==> src/design/ctbo_pkg.sv <==
// package: offsets, field layouts and codes for timer block one
`default_nettype none

package ctbo_pkg;

    // ---------------------------------------------------------------
    // register byte offsets
    // ---------------------------------------------------------------
    localparam logic [4:0] CORE_CTRL_OFS = 5'h00;
    localparam logic [4:0] CORE_TMR_OFS = 5'h04;
    localparam logic [4:0] AUXA_CTRL_OFS = 5'h08;
    localparam logic [4:0] AUXA_TMR_OFS = 5'h0C;
    localparam logic [4:0] AUXB_CTRL_OFS = 5'h10;
    localparam logic [4:0] AUXB_TMR_OFS = 5'h14;

    // ---------------------------------------------------------------
    // reset values and limits
    // ---------------------------------------------------------------
    localparam logic [15:0] TMR_RST = 16'h0000;
    localparam logic [15:0] TMR_MAX = 16'hFFFF;
    localparam logic [15:0] TMR_MIN = 16'h0000;
    localparam logic [31:0] RD_UNMAPPED = 32'h0000_0000;

    // ---------------------------------------------------------------
    // mode and edge codes
    // ---------------------------------------------------------------
    localparam logic [2:0] MODE_TIMER = 3'h0;
    localparam logic [2:0] MODE_COUNTER = 3'h1;
    localparam logic [2:0] MODE_GATE_LO = 3'h2;
    localparam logic [2:0] MODE_GATE_HI = 3'h3;
    localparam logic [2:0] EDGE_NONE = 3'h0;
    localparam logic [2:0] EDGE_RISE = 3'h1;
    localparam logic [2:0] EDGE_FALL = 3'h2;
    localparam logic [2:0] EDGE_BOTH = 3'h3;

    // ---------------------------------------------------------------
    // prescaler: divide by 8 * 2^sel, halved in fast mode
    // ---------------------------------------------------------------
    localparam int unsigned PRESC_BASE_LOG2 = 3;
    localparam int unsigned PRESC_W = 10;

    // core control register layout
    typedef struct packed {
        logic [3:0] rsvd;
        logic fast;
        logic latch;
        logic oe;
        logic ude;
        logic ud;
        logic run;
        logic [2:0] mode;
        logic [2:0] sel;
    } ctbo_core_ctrl_type;

    // auxiliary control register layout
    typedef struct packed {
        logic [6:0] rsvd;
        logic remote;
        logic ud;
        logic run;
        logic [2:0] mode;
        logic [2:0] sel;
    } ctbo_aux_ctrl_type;

    // synchronised pin with its edges
    typedef struct packed {
        logic level;
        logic rise;
        logic fall;
    } ctbo_edge_type;

endpackage : ctbo_pkg

`default_nettype wire

==> src/design/ctbo_edge_sync.sv <==
// two-flop synchroniser with edge detection for one pin
`default_nettype none

module ctbo_edge_sync (
    // clock and reset
    input wire logic clock_i,
    input wire logic rst_n_i,
    // pin and result
    input wire logic pin_i,
    output ctbo_pkg::ctbo_edge_type edge_o
);

    logic meta_r;
    logic sync_r;
    logic last_r;

    // ---------------------------------------------------------------
    // synchroniser chain; first flop feeds only the second
    // ---------------------------------------------------------------
    always_ff @(posedge clock_i or negedge rst_n_i) begin
        if (!rst_n_i) begin
            meta_r <= 1'b0;
            sync_r <= 1'b0;
            last_r <= 1'b0;
        end else begin
            meta_r <= pin_i;
            sync_r <= meta_r;
            last_r <= sync_r;
        end
    end

    // level, rise and fall from consecutive samples, one driver for the whole struct
    assign edge_o = {sync_r, sync_r & ~last_r, ~sync_r & last_r};

endmodule // ctbo_edge_sync

`default_nettype wire

==> src/design/ctbo_prescaler.sv <==
// programmable prescaler giving one-cycle count ticks
`default_nettype none

module ctbo_prescaler (
    // clock and reset
    input wire logic clock_i,
    input wire logic rst_n_i,
    // setting
    input wire logic [2:0] sel_i,
    input wire logic fast_i,
    // tick
    output logic tick_o
);

    logic [ctbo_pkg::PRESC_W-1:0] cnt_r;
    logic [ctbo_pkg::PRESC_W:0] span;
    logic [ctbo_pkg::PRESC_W:0] mask;
    logic [3:0] shift;

    // period is 2^shift cycles
    assign shift = 4'(ctbo_pkg::PRESC_BASE_LOG2) + {1'b0, sel_i} - {3'h0, fast_i};
    assign span = (ctbo_pkg::PRESC_W + 1)'(1) << shift;
    assign mask = span - (ctbo_pkg::PRESC_W + 1)'(1);

    // free-running divider and tick
    always_ff @(posedge clock_i or negedge rst_n_i) begin
        if (!rst_n_i) begin
            cnt_r <= '0;
            tick_o <= 1'b0;
        end else begin
            cnt_r <= cnt_r + 1'b1;
            tick_o <= ((cnt_r & mask[ctbo_pkg::PRESC_W-1:0]) ==
                       mask[ctbo_pkg::PRESC_W-1:0]);
        end
    end

endmodule // ctbo_prescaler

`default_nettype wire

==> src/design/ctbo_timer_block.sv <==
// timer block one: core up/down timer and two auxiliary timers
//
// The address map and the Avalon-MM slave port were chosen for this implementation.
`default_nettype none

// Notes on behaviour
// - each timer is 16-bit, software readable/writable
// - software write beats same-cycle timer update
// - core counts only while run bit set
// - remote select lets core run drive auxiliary
// - direction from bit, or line xor bit
// - direction may change at any time
// - auxiliary direction set by software only
// - core wrap toggles the toggle latch
// - software may set or clear latch
// - latch reaches output line only when enabled
// - latch routed internally to auxiliary counters
// - timer mode ticks at clock/(8*2^sel), fast halves
// - gated modes share the timer-mode prescaler; each auxiliary timer has its own, using the core fast bit
// - gated modes count on low or high input
// - gated counting needs run bit and gate
// - gate transitions raise no interrupt
// - core counter mode counts input line edges; auxiliary counter mode counts toggle latch edges
// - sel picks none, rise, fall or both edges
module ctbo_timer_block (
    // clock and reset
    input wire logic clock_i,
    input wire logic rst_n_i,
    // avalon-mm slave
    input wire logic [4:0] address_i,
    input wire logic read_i,
    input wire logic write_i,
    input wire logic [31:0] writedata_i,
    input wire logic [3:0] byteenable_i,
    output logic [31:0] readdata_o,
    output logic waitrequest_o,
    // external lines
    input wire logic core_input_line_i,
    input wire logic ext_direction_line_i,
    input wire logic [1:0] aux_input_line_i,
    output logic toggle_output_line_o
);

    // ---------------------------------------------------------------
    // declarations
    // ---------------------------------------------------------------
    ctbo_pkg::ctbo_core_ctrl_type core_ctrl_r;
    ctbo_pkg::ctbo_aux_ctrl_type aux_ctrl_r [2];
    logic [15:0] core_timer_r;
    logic [15:0] aux_timer_r [2];
    logic wrap_toggle_latch_r;
    logic latch_last_r;
    ctbo_pkg::ctbo_edge_type in_e;
    ctbo_pkg::ctbo_edge_type dir_e;
    ctbo_pkg::ctbo_edge_type aux_e [2];
    logic core_tick;
    logic [1:0] aux_tick;
    logic accept;
    logic wr_core_ctrl;
    logic wr_core_tmr;
    logic [1:0] wr_aux_ctrl;
    logic [1:0] wr_aux_tmr;
    logic [15:0] wr_val;
    logic core_down;
    logic core_step;
    logic core_wrap;
    logic latch_rise;
    logic latch_fall;
    logic [31:0] rd_mux;

    // merge the written low half with the old value per byte lane
    function automatic logic [15:0] merge16(input logic [15:0] old_v,
                                            input logic [31:0] wd,
                                            input logic [3:0] be);
        logic [15:0] res;
        res = old_v;
        if (be[0]) begin
            res[7:0] = wd[7:0];
        end
        if (be[1]) begin
            res[15:8] = wd[15:8];
        end
        return res;
    endfunction

    // pick the selected edge of a signal
    function automatic logic edge_hit(input logic [2:0] sel,
                                      input logic rise,
                                      input logic fall);
        logic hit;
        hit = 1'b0;
        case (sel)
            ctbo_pkg::EDGE_RISE: hit = rise;
            ctbo_pkg::EDGE_FALL: hit = fall;
            ctbo_pkg::EDGE_BOTH: hit = rise | fall;
            default: hit = 1'b0; // none and reserved codes
        endcase
        return hit;
    endfunction

    // ---------------------------------------------------------------
    // pin synchronisers
    // ---------------------------------------------------------------
    // input and direction lines sampled through two flops
    ctbo_edge_sync u_in_sync (
        .clock_i (clock_i),
        .rst_n_i (rst_n_i),
        .pin_i (core_input_line_i),
        .edge_o (in_e)
    );

    ctbo_edge_sync u_dir_sync (
        .clock_i (clock_i),
        .rst_n_i (rst_n_i),
        .pin_i (ext_direction_line_i),
        .edge_o (dir_e)
    );

    // core prescaler
    ctbo_prescaler u_core_presc (
        .clock_i (clock_i),
        .rst_n_i (rst_n_i),
        .sel_i (core_ctrl_r.sel),
        .fast_i (core_ctrl_r.fast),
        .tick_o (core_tick)
    );

    // ---------------------------------------------------------------
    // avalon-mm slave
    // ---------------------------------------------------------------
    // one wait cycle, then the request is accepted
    always_ff @(posedge clock_i or negedge rst_n_i) begin
        if (!rst_n_i) begin
            waitrequest_o <= 1'b1;
        end else if ((read_i | write_i) && waitrequest_o) begin
            waitrequest_o <= 1'b0;
        end else begin
            waitrequest_o <= 1'b1;
        end
    end

    // write strobes per register
    assign accept = write_i & ~waitrequest_o;
    assign wr_core_ctrl = accept && (address_i == ctbo_pkg::CORE_CTRL_OFS);
    assign wr_core_tmr = accept && (address_i == ctbo_pkg::CORE_TMR_OFS);
    assign wr_aux_ctrl[0] = accept && (address_i == ctbo_pkg::AUXA_CTRL_OFS);
    assign wr_aux_tmr[0] = accept && (address_i == ctbo_pkg::AUXA_TMR_OFS);
    assign wr_aux_ctrl[1] = accept && (address_i == ctbo_pkg::AUXB_CTRL_OFS);
    assign wr_aux_tmr[1] = accept && (address_i == ctbo_pkg::AUXB_TMR_OFS);

    // read mux; unmapped reads return zero
    always_comb begin
        ctbo_pkg::ctbo_core_ctrl_type cc;
        cc = core_ctrl_r;
        cc.latch = wrap_toggle_latch_r;
        case (address_i)
            ctbo_pkg::CORE_CTRL_OFS: rd_mux = {16'h0000, cc};
            ctbo_pkg::CORE_TMR_OFS: rd_mux = {16'h0000, core_timer_r};
            ctbo_pkg::AUXA_CTRL_OFS: rd_mux = {16'h0000, aux_ctrl_r[0]};
            ctbo_pkg::AUXA_TMR_OFS: rd_mux = {16'h0000, aux_timer_r[0]};
            ctbo_pkg::AUXB_CTRL_OFS: rd_mux = {16'h0000, aux_ctrl_r[1]};
            ctbo_pkg::AUXB_TMR_OFS: rd_mux = {16'h0000, aux_timer_r[1]};
            default: rd_mux = ctbo_pkg::RD_UNMAPPED;
        endcase
    end

    // read data registered as waitrequest drops
    always_ff @(posedge clock_i or negedge rst_n_i) begin
        if (!rst_n_i) begin
            readdata_o <= 32'h0000_0000;
        end else if (read_i && waitrequest_o) begin
            readdata_o <= rd_mux;
        end
    end

    // ---------------------------------------------------------------
    // core control register
    // ---------------------------------------------------------------
    // reserved bits and the latch bit are not stored here
    always_ff @(posedge clock_i or negedge rst_n_i) begin
        if (!rst_n_i) begin
            core_ctrl_r <= '0;
        end else if (wr_core_ctrl) begin
            core_ctrl_r <= merge16(core_ctrl_r, writedata_i, byteenable_i);
            core_ctrl_r.rsvd <= 4'h0;
            core_ctrl_r.latch <= 1'b0;
        end
    end

    // ---------------------------------------------------------------
    // core timer
    // ---------------------------------------------------------------
    // direction: bit alone, or external line xor bit
    assign core_down = core_ctrl_r.ude ? (dir_e.level ^ core_ctrl_r.ud)
                                       : core_ctrl_r.ud;

    // count enable per mode; no interrupt output exists at all
    always_comb begin
        case (core_ctrl_r.mode)
            ctbo_pkg::MODE_TIMER: core_step = core_tick;
            ctbo_pkg::MODE_GATE_LO,
            ctbo_pkg::MODE_GATE_HI:
                core_step = core_tick &
                            (in_e.level == core_ctrl_r.mode[0]);
            ctbo_pkg::MODE_COUNTER:
                core_step = edge_hit(core_ctrl_r.sel, in_e.rise,
                                     in_e.fall);
            default: core_step = 1'b0;
        endcase
        core_step = core_step & core_ctrl_r.run;
    end

    // wrap at the end of the range in the current direction
    assign core_wrap = core_step & (core_down ? (core_timer_r == ctbo_pkg::TMR_MIN)
                                              : (core_timer_r == ctbo_pkg::TMR_MAX));
    assign wr_val = merge16(core_timer_r, writedata_i, byteenable_i);

    // software write has priority over counting
    always_ff @(posedge clock_i or negedge rst_n_i) begin
        if (!rst_n_i) begin
            core_timer_r <= ctbo_pkg::TMR_RST;
        end else if (wr_core_tmr) begin
            core_timer_r <= wr_val;
        end else if (core_step) begin
            core_timer_r <= core_down ? core_timer_r - 16'h0001
                                      : core_timer_r + 16'h0001;
        end
    end

    // ---------------------------------------------------------------
    // toggle latch and output line
    // ---------------------------------------------------------------
    // toggled by wrap, set or cleared by software write
    always_ff @(posedge clock_i or negedge rst_n_i) begin
        if (!rst_n_i) begin
            wrap_toggle_latch_r <= 1'b0;
        end else if (wr_core_ctrl && byteenable_i[1]) begin
            wrap_toggle_latch_r <= writedata_i[10];
        end else if (core_wrap) begin
            wrap_toggle_latch_r <= ~wrap_toggle_latch_r;
        end
    end

    // latch history for internal edge use, and gated output
    always_ff @(posedge clock_i or negedge rst_n_i) begin
        if (!rst_n_i) begin
            latch_last_r <= 1'b0;
            toggle_output_line_o <= 1'b0;
        end else begin
            latch_last_r <= wrap_toggle_latch_r;
            toggle_output_line_o <= wrap_toggle_latch_r & core_ctrl_r.oe;
        end
    end

    assign latch_rise = wrap_toggle_latch_r & ~latch_last_r;
    assign latch_fall = ~wrap_toggle_latch_r & latch_last_r;

    // ---------------------------------------------------------------
    // auxiliary timers
    // ---------------------------------------------------------------
    for (genvar i = 0; i < 2; i++) begin : g_aux
        logic run;
        logic step;

        ctbo_edge_sync u_aux_sync (
            .clock_i (clock_i),
            .rst_n_i (rst_n_i),
            .pin_i (aux_input_line_i[i]),
            .edge_o (aux_e[i])
        );

        ctbo_prescaler u_aux_presc (
            .clock_i (clock_i),
            .rst_n_i (rst_n_i),
            .sel_i (aux_ctrl_r[i].sel),
            .fast_i (core_ctrl_r.fast),
            .tick_o (aux_tick[i])
        );

        // own run bit, or the core run bit when remote
        assign run = aux_ctrl_r[i].remote ? core_ctrl_r.run
                                          : aux_ctrl_r[i].run;

        // count enable; counter mode counts toggle latch edges
        always_comb begin
            case (aux_ctrl_r[i].mode)
                ctbo_pkg::MODE_TIMER: step = aux_tick[i];
                ctbo_pkg::MODE_GATE_LO,
                ctbo_pkg::MODE_GATE_HI:
                    step = aux_tick[i] &
                           (aux_e[i].level == aux_ctrl_r[i].mode[0]);
                ctbo_pkg::MODE_COUNTER:
                    step = edge_hit(aux_ctrl_r[i].sel, latch_rise,
                                    latch_fall);
                default: step = 1'b0;
            endcase
            step = step & run;
        end

        // control register, reserved bits kept zero
        always_ff @(posedge clock_i or negedge rst_n_i) begin
            if (!rst_n_i) begin
                aux_ctrl_r[i] <= '0;
            end else if (wr_aux_ctrl[i]) begin
                aux_ctrl_r[i] <= merge16(aux_ctrl_r[i], writedata_i, byteenable_i);
                aux_ctrl_r[i].rsvd <= 7'h00;
            end
        end

        // timer; direction from software bit only
        always_ff @(posedge clock_i or negedge rst_n_i) begin
            if (!rst_n_i) begin
                aux_timer_r[i] <= ctbo_pkg::TMR_RST;
            end else if (wr_aux_tmr[i]) begin
                aux_timer_r[i] <= merge16(aux_timer_r[i], writedata_i,
                                          byteenable_i);
            end else if (step) begin
                aux_timer_r[i] <= aux_ctrl_r[i].ud ? aux_timer_r[i] - 16'h0001
                                                   : aux_timer_r[i] + 16'h0001;
            end
        end
    end

    // ---------------------------------------------------------------
    // checks
    // ---------------------------------------------------------------
    bus_answer_a: assert property (
        @(posedge clock_i) disable iff (!rst_n_i)
        ((read_i | write_i) && waitrequest_o) |=> !waitrequest_o ##1 waitrequest_o)
        else $error("bus answer not after one wait cycle");

    write_prio_a: assert property (
        @(posedge clock_i) disable iff (!rst_n_i)
        wr_core_tmr |=> core_timer_r == $past(wr_val))
        else $error("software write lost to timer update");

    run_halt_a: assert property (
        @(posedge clock_i) disable iff (!rst_n_i)
        (!core_ctrl_r.run && !wr_core_tmr) |=> $stable(core_timer_r))
        else $error("core timer moved while halted");

    remote_run_a: assert property (
        @(posedge clock_i) disable iff (!rst_n_i)
        (aux_ctrl_r[0].remote && !core_ctrl_r.run && !wr_aux_tmr[0])
        |=> $stable(aux_timer_r[0]))
        else $error("remote auxiliary timer ran without core run");

    down_count_a: assert property (
        @(posedge clock_i) disable iff (!rst_n_i)
        (core_step && core_down && !wr_core_tmr)
        |=> core_timer_r == $past(core_timer_r) - 16'h0001)
        else $error("core timer did not count down");

    wrap_toggle_a: assert property (
        @(posedge clock_i) disable iff (!rst_n_i)
        (core_wrap && !wr_core_ctrl) |=> wrap_toggle_latch_r != $past(wrap_toggle_latch_r))
        else $error("wrap did not toggle latch");

    out_enable_a: assert property (
        @(posedge clock_i) disable iff (!rst_n_i)
        (!core_ctrl_r.oe) |=> !toggle_output_line_o)
        else $error("toggle output driven while disabled");

    presc_gap_a: assert property (
        @(posedge clock_i) disable iff (!rst_n_i)
        (core_tick && $stable(core_ctrl_r)) |=> !core_tick [*3])
        else $error("prescaler ticks closer than four cycles");

    gate_stop_a: assert property (
        @(posedge clock_i) disable iff (!rst_n_i)
        (core_ctrl_r.mode == ctbo_pkg::MODE_GATE_HI && !in_e.level && !wr_core_tmr)
        |=> $stable(core_timer_r))
        else $error("gated timer moved with gate inactive");

    edge_none_a: assert property (
        @(posedge clock_i) disable iff (!rst_n_i)
        (core_ctrl_r.mode == ctbo_pkg::MODE_COUNTER &&
         core_ctrl_r.sel == ctbo_pkg::EDGE_NONE && !wr_core_tmr)
        |=> $stable(core_timer_r))
        else $error("counter moved with no edge selected");

endmodule // ctbo_timer_block

`default_nettype wire

==> config.mk <==
export PLATFORM = sky130hd
export DESIGN_NAME = ctbo_timer_block
export DESIGN_NICKNAME = d
export VERILOG_FILES = /design/src/design/ctbo_pkg.sv /design/src/design/ctbo_edge_sync.sv /design/src/design/ctbo_prescaler.sv /design/src/design/ctbo_timer_block.sv
export SDC_FILE = /design/constraint.sdc
export NUM_CORES = 1
export LEC_CHECK = 0
export ABC_AREA = 1
export BUFFER_PORTS_ARGS = -buffer_cell sky130_fd_sc_hd__buf_2
export CAP_MARGIN = 30
export CORE_MARGIN = 8
export CORE_UTILIZATION = 28
export CTS_CLUSTER_DIAMETER = 60
export DETAILED_ROUTE_END_ITERATION = 10
export SYNTH_ARGS = -nofsm -noshare
export SYNTH_HDL_FRONTEND = slang
export SYNTH_SLANG_ARGS = --single-unit
==> constraint.sdc <==
create_clock -name clock_i -period 2.9 [get_ports clock_i]
set_input_delay 0.58 -clock clock_i [delete_from_list [all_inputs] [get_ports clock_i]]
set_output_delay 0.58 -clock clock_i [all_outputs]
set_load 0.1 [all_outputs]
==> impl_metrics.toml <==
[status]
status = "finished, final reports clean"

[routing]
routed_wl_um = 30100
drtIter0Drc = 795
ant_nets = 0
remaining_drc_errors = 0
first_pass_iters = 5
drt-vias-per-instance = 4.59
vias = 9965
wl_per_cell_um = 13.9

[global_route]
antenna_found_initial = 4
grt_pass1_wl_um = 49400
grt_pass1_vias = 9622
grt_start_max_net_pins = 54
grt_usage = 0.138
overflow = 0

[synth]
synth_area_leader_cell = "dfrtp_1"
netlist_instances = 1584
yosys.area_share.adder = 0.0820
synth_top_area_frac = 0.325
synth_flop_cell = "dfrtp_1"
async_flop_share = 1.00
synth_mux_area_frac = 0
synth.most_common_cell = "nand2_1"
synth_seq_cells = 139
synthTopCellsByArea = "dfrtp_1 (33%), nand2_1 (21%), inv_1 (8.1%)"
synth-compound-area-share = 0.0883
synth_edf_count = 0
syn_area_per_cell_sq_um = 6.71
ys_seq_area_frac = 0.328
synth_xor_area_frac = 0.0322
syn-cell-area_sq_um = 10600
synthSimpleGateAreaFrac = 0.361
synth_top_family_by_area = "simple AND/OR/NAND/NOR gates"
yosysWarnings = 0
synth_commonest_cells = "nand2_1 (592), inv_1 (228), dfrtp_1 (138), nand3_1 (132), nor2_1 (95)"
synth.distinct_cells = 42

[cells_and_area]
fill_cells = 4127
drive_gt1_frac = 0.0952
nets = 1761
fin_util = 0.323
area_delta_synth_final_pct = 13.9

[die]
pin_count = 83
num_rows = 71
initial_core_util = 0.283
die_h_um = 211
core_sq_um = 37500
die_w_um = 211
die_area_sq_um = 44400

[worst_setup_path]
cp_max_fo = 6
worstPathCellList = "clkinvlp_4 > ha_1 > inv_1 > nor2_1 > fa_1 > nor2_2 > nand4_1 > ha_1 > or2_2 > nand2_1 > nor2_1 > nand2_1 > nor2_1"
crit_top_cell = "nor2_1"
start_kind = "flop"
critical_path_class = "flop to flop"
max_stage_delay_ns = 0.49
cp_slowest_cell = "fa_1"
cp.required_ns = 3.24
cp.arrival_ns = 3.00
setup.worst_path.end_class = "flop"

[placed_design]
portBuffers = 48
place_congestion = 0.913
dpl.hpwl_um = 23800

[sta]
maxSlewViolCount = 0
layout_min_cycle_time_ns = 2.67
min_period_over_period = 0.919
rsz0062_at_grt = "no"
final_hold_viol_count = 0
fmax_ghz = 0.375
setup_tns_ns = 0
worstMarginPinSlew_ns = 0.542
setup_viol = 0
slew_headroom = 0.638
fin_worst_skew_ns = 0.0114

[clocking]
cts_max_path_buffers = 2
numClockSinks = 139
htree_levels = 4
clk_latency_ns = 0.44
clk_pin_slew_worst_paths_ns = 0.07
post_cts_resized = 0
cts-buffers-inserted = 17
cts_tree = "done"
clockRootBuffer = "clkbuf_16"
post_cts_buffers = 0
cts_hold_buf = 0

[hold_path]
worstHoldPathType = "input port to async pin"

[pwr]
cellLeakagePower_nw = 6.60
vdd_drop_max_mv = 0.392
p_per_area_nw_per_um2 = 569

[flow_run]
drv_cap = 0
report_power, final:
| group | switching, W | internal, W | leakage [nW] |
|---|---|---|---|
| clock network | 0.00101 | 0.00141 | 0.314 |
| logic | 0.00140 | 0.000741 | 4.48 |
| registers | 0.000206 | 0.00212 | 1.81 |
| total | 0.00262 | 0.00427 | 6.60 |
cells in the final DEF (no fill, tap or decap), types with 3 or more instances in the layout:
cell,netlist,final
buf_2,11,47
o211ai_2,3,3
or2_2,5,5
o22ai_1,11,11
o211ai_1,5,5
ha_1,60,60
nand3b_1,7,7
inv_6,0,4
nor3_1,12,12
xor2_1,31,31
nand3_2,7,7
o21ai_1,12,12
a21oi_1,47,47
inv_2,10,10
conb_1,1,16
xnor2_1,8,8
buf_4,18,17
nand3_4,4,4
and2_1,5,5
bufinv_16,0,3
nand2_2,7,7
o21bai_1,3,3
inv_1,228,227
nor2_4,6,7
nand4_1,16,16
nand3_1,132,132
o21ai_2,8,8
inv_8,0,5
nor2_2,1,3
dfrtp_1,138,138
clkbuf_16,0,17
nor2_1,95,92
o21ai_0,78,78
nand2_1,592,592
fa_1,6,5
stage by stage:
stage	hold slack (ns)	worst slack [ns]	instances	area (sq um)	total power (W)
finish	0.0949	0.235	2171	12100	0.00689
detailed placement	0.341	0.143	2138	11400	0.00448
floorplan	0.284	0.456	1599	10700	0.00392
global placement	0.342	0.166	2138	11400	0.00445
CTS	0.104	0.134	2170	12100	0.00692
global route	0.111	0.0240	2171	12100	0.00736
critical path: cells and delay by family, from the launching register on:
family / cells / cell delay, ns
DFF: 1 / 0.39
buffers and inverters: 2 / 0.28
adders and majority gates: 3 / 1.03
and+or+nand+nor: 8 / 0.87
logic make-up (layout without fill, tap and decap cells):
family,Yosys count,count (layout)
flops,139,139
xor+xnor,39,39
fa+ha+maj,66,66
buf+inv,277,337
other cells,1,17
compound gates,169,169
simple gates,893,893
flip-flops by register name, indices dropped and copies added (netlist names), 2 cells and up:
| register | cells |
|---|---|
| aux_ctrl_r | 18 |
| aux_timer_r | 32 |
| core_ctrl_r | 11 |
| core_timer_r | 16 |
| g_aux.u_aux_presc.cnt_r | 20 |
| g_aux.u_aux_presc.tick_o | 2 |
| g_aux.u_aux_sync.meta_r | 2 |
| g_aux.u_aux_sync.sync_r | 2 |
| readdata_o | 16 |
| u_core_presc.cnt_r | 10 |
final timing paths:
path | slack, ns | endpoint | start | cells after the start
setup / recovery | 0.23 | g_aux[0].u_aux_presc.tick_o | core_ctrl_r[11] | 13
hold / removal | 0.09 | g_aux[1].u_aux_presc.cnt_r[5] | rst_n_i | 1
setup reg to reg | 0.23 | g_aux[0].u_aux_presc.tick_o | core_ctrl_r[11] | 13
hold reg to reg | 0.35 | u_dir_sync.sync_r | u_dir_sync.meta_r | 0
max in group asynchronous | 1.99 | waitrequest_o | rst_n_i | 2
min in group clock_i | 0.24 | u_in_sync.meta_r | core_input_line_i | 1
per-layer routing:
layer  track usage  share of wire  vias up
met5             0         0.0011        -
met4        0.0439          0.024        6
met3        0.0292          0.061       50
met2         0.222           0.46      241
met1         0.182           0.46     4577
li1              -              -     5091
area by class of cell:
type / instances / area, sq um / area share
Timing Repair Buffer: 65 / 374 / 0.0309
Multi-Input combinational cell: 1183 / 6060 / 0.500
Clock inverter: 15 / 221 / 0.0183
Antenna cell: 1 / 2.50 / 0.000207
Inverter: 240 / 905 / 0.0747
Clock buffer: 17 / 425 / 0.0351
Sequential cell: 139 / 3480 / 0.287
Tap cell: 511 / 639 / 0.0528
No activity file was read; power rests on OpenSTA's default activity.
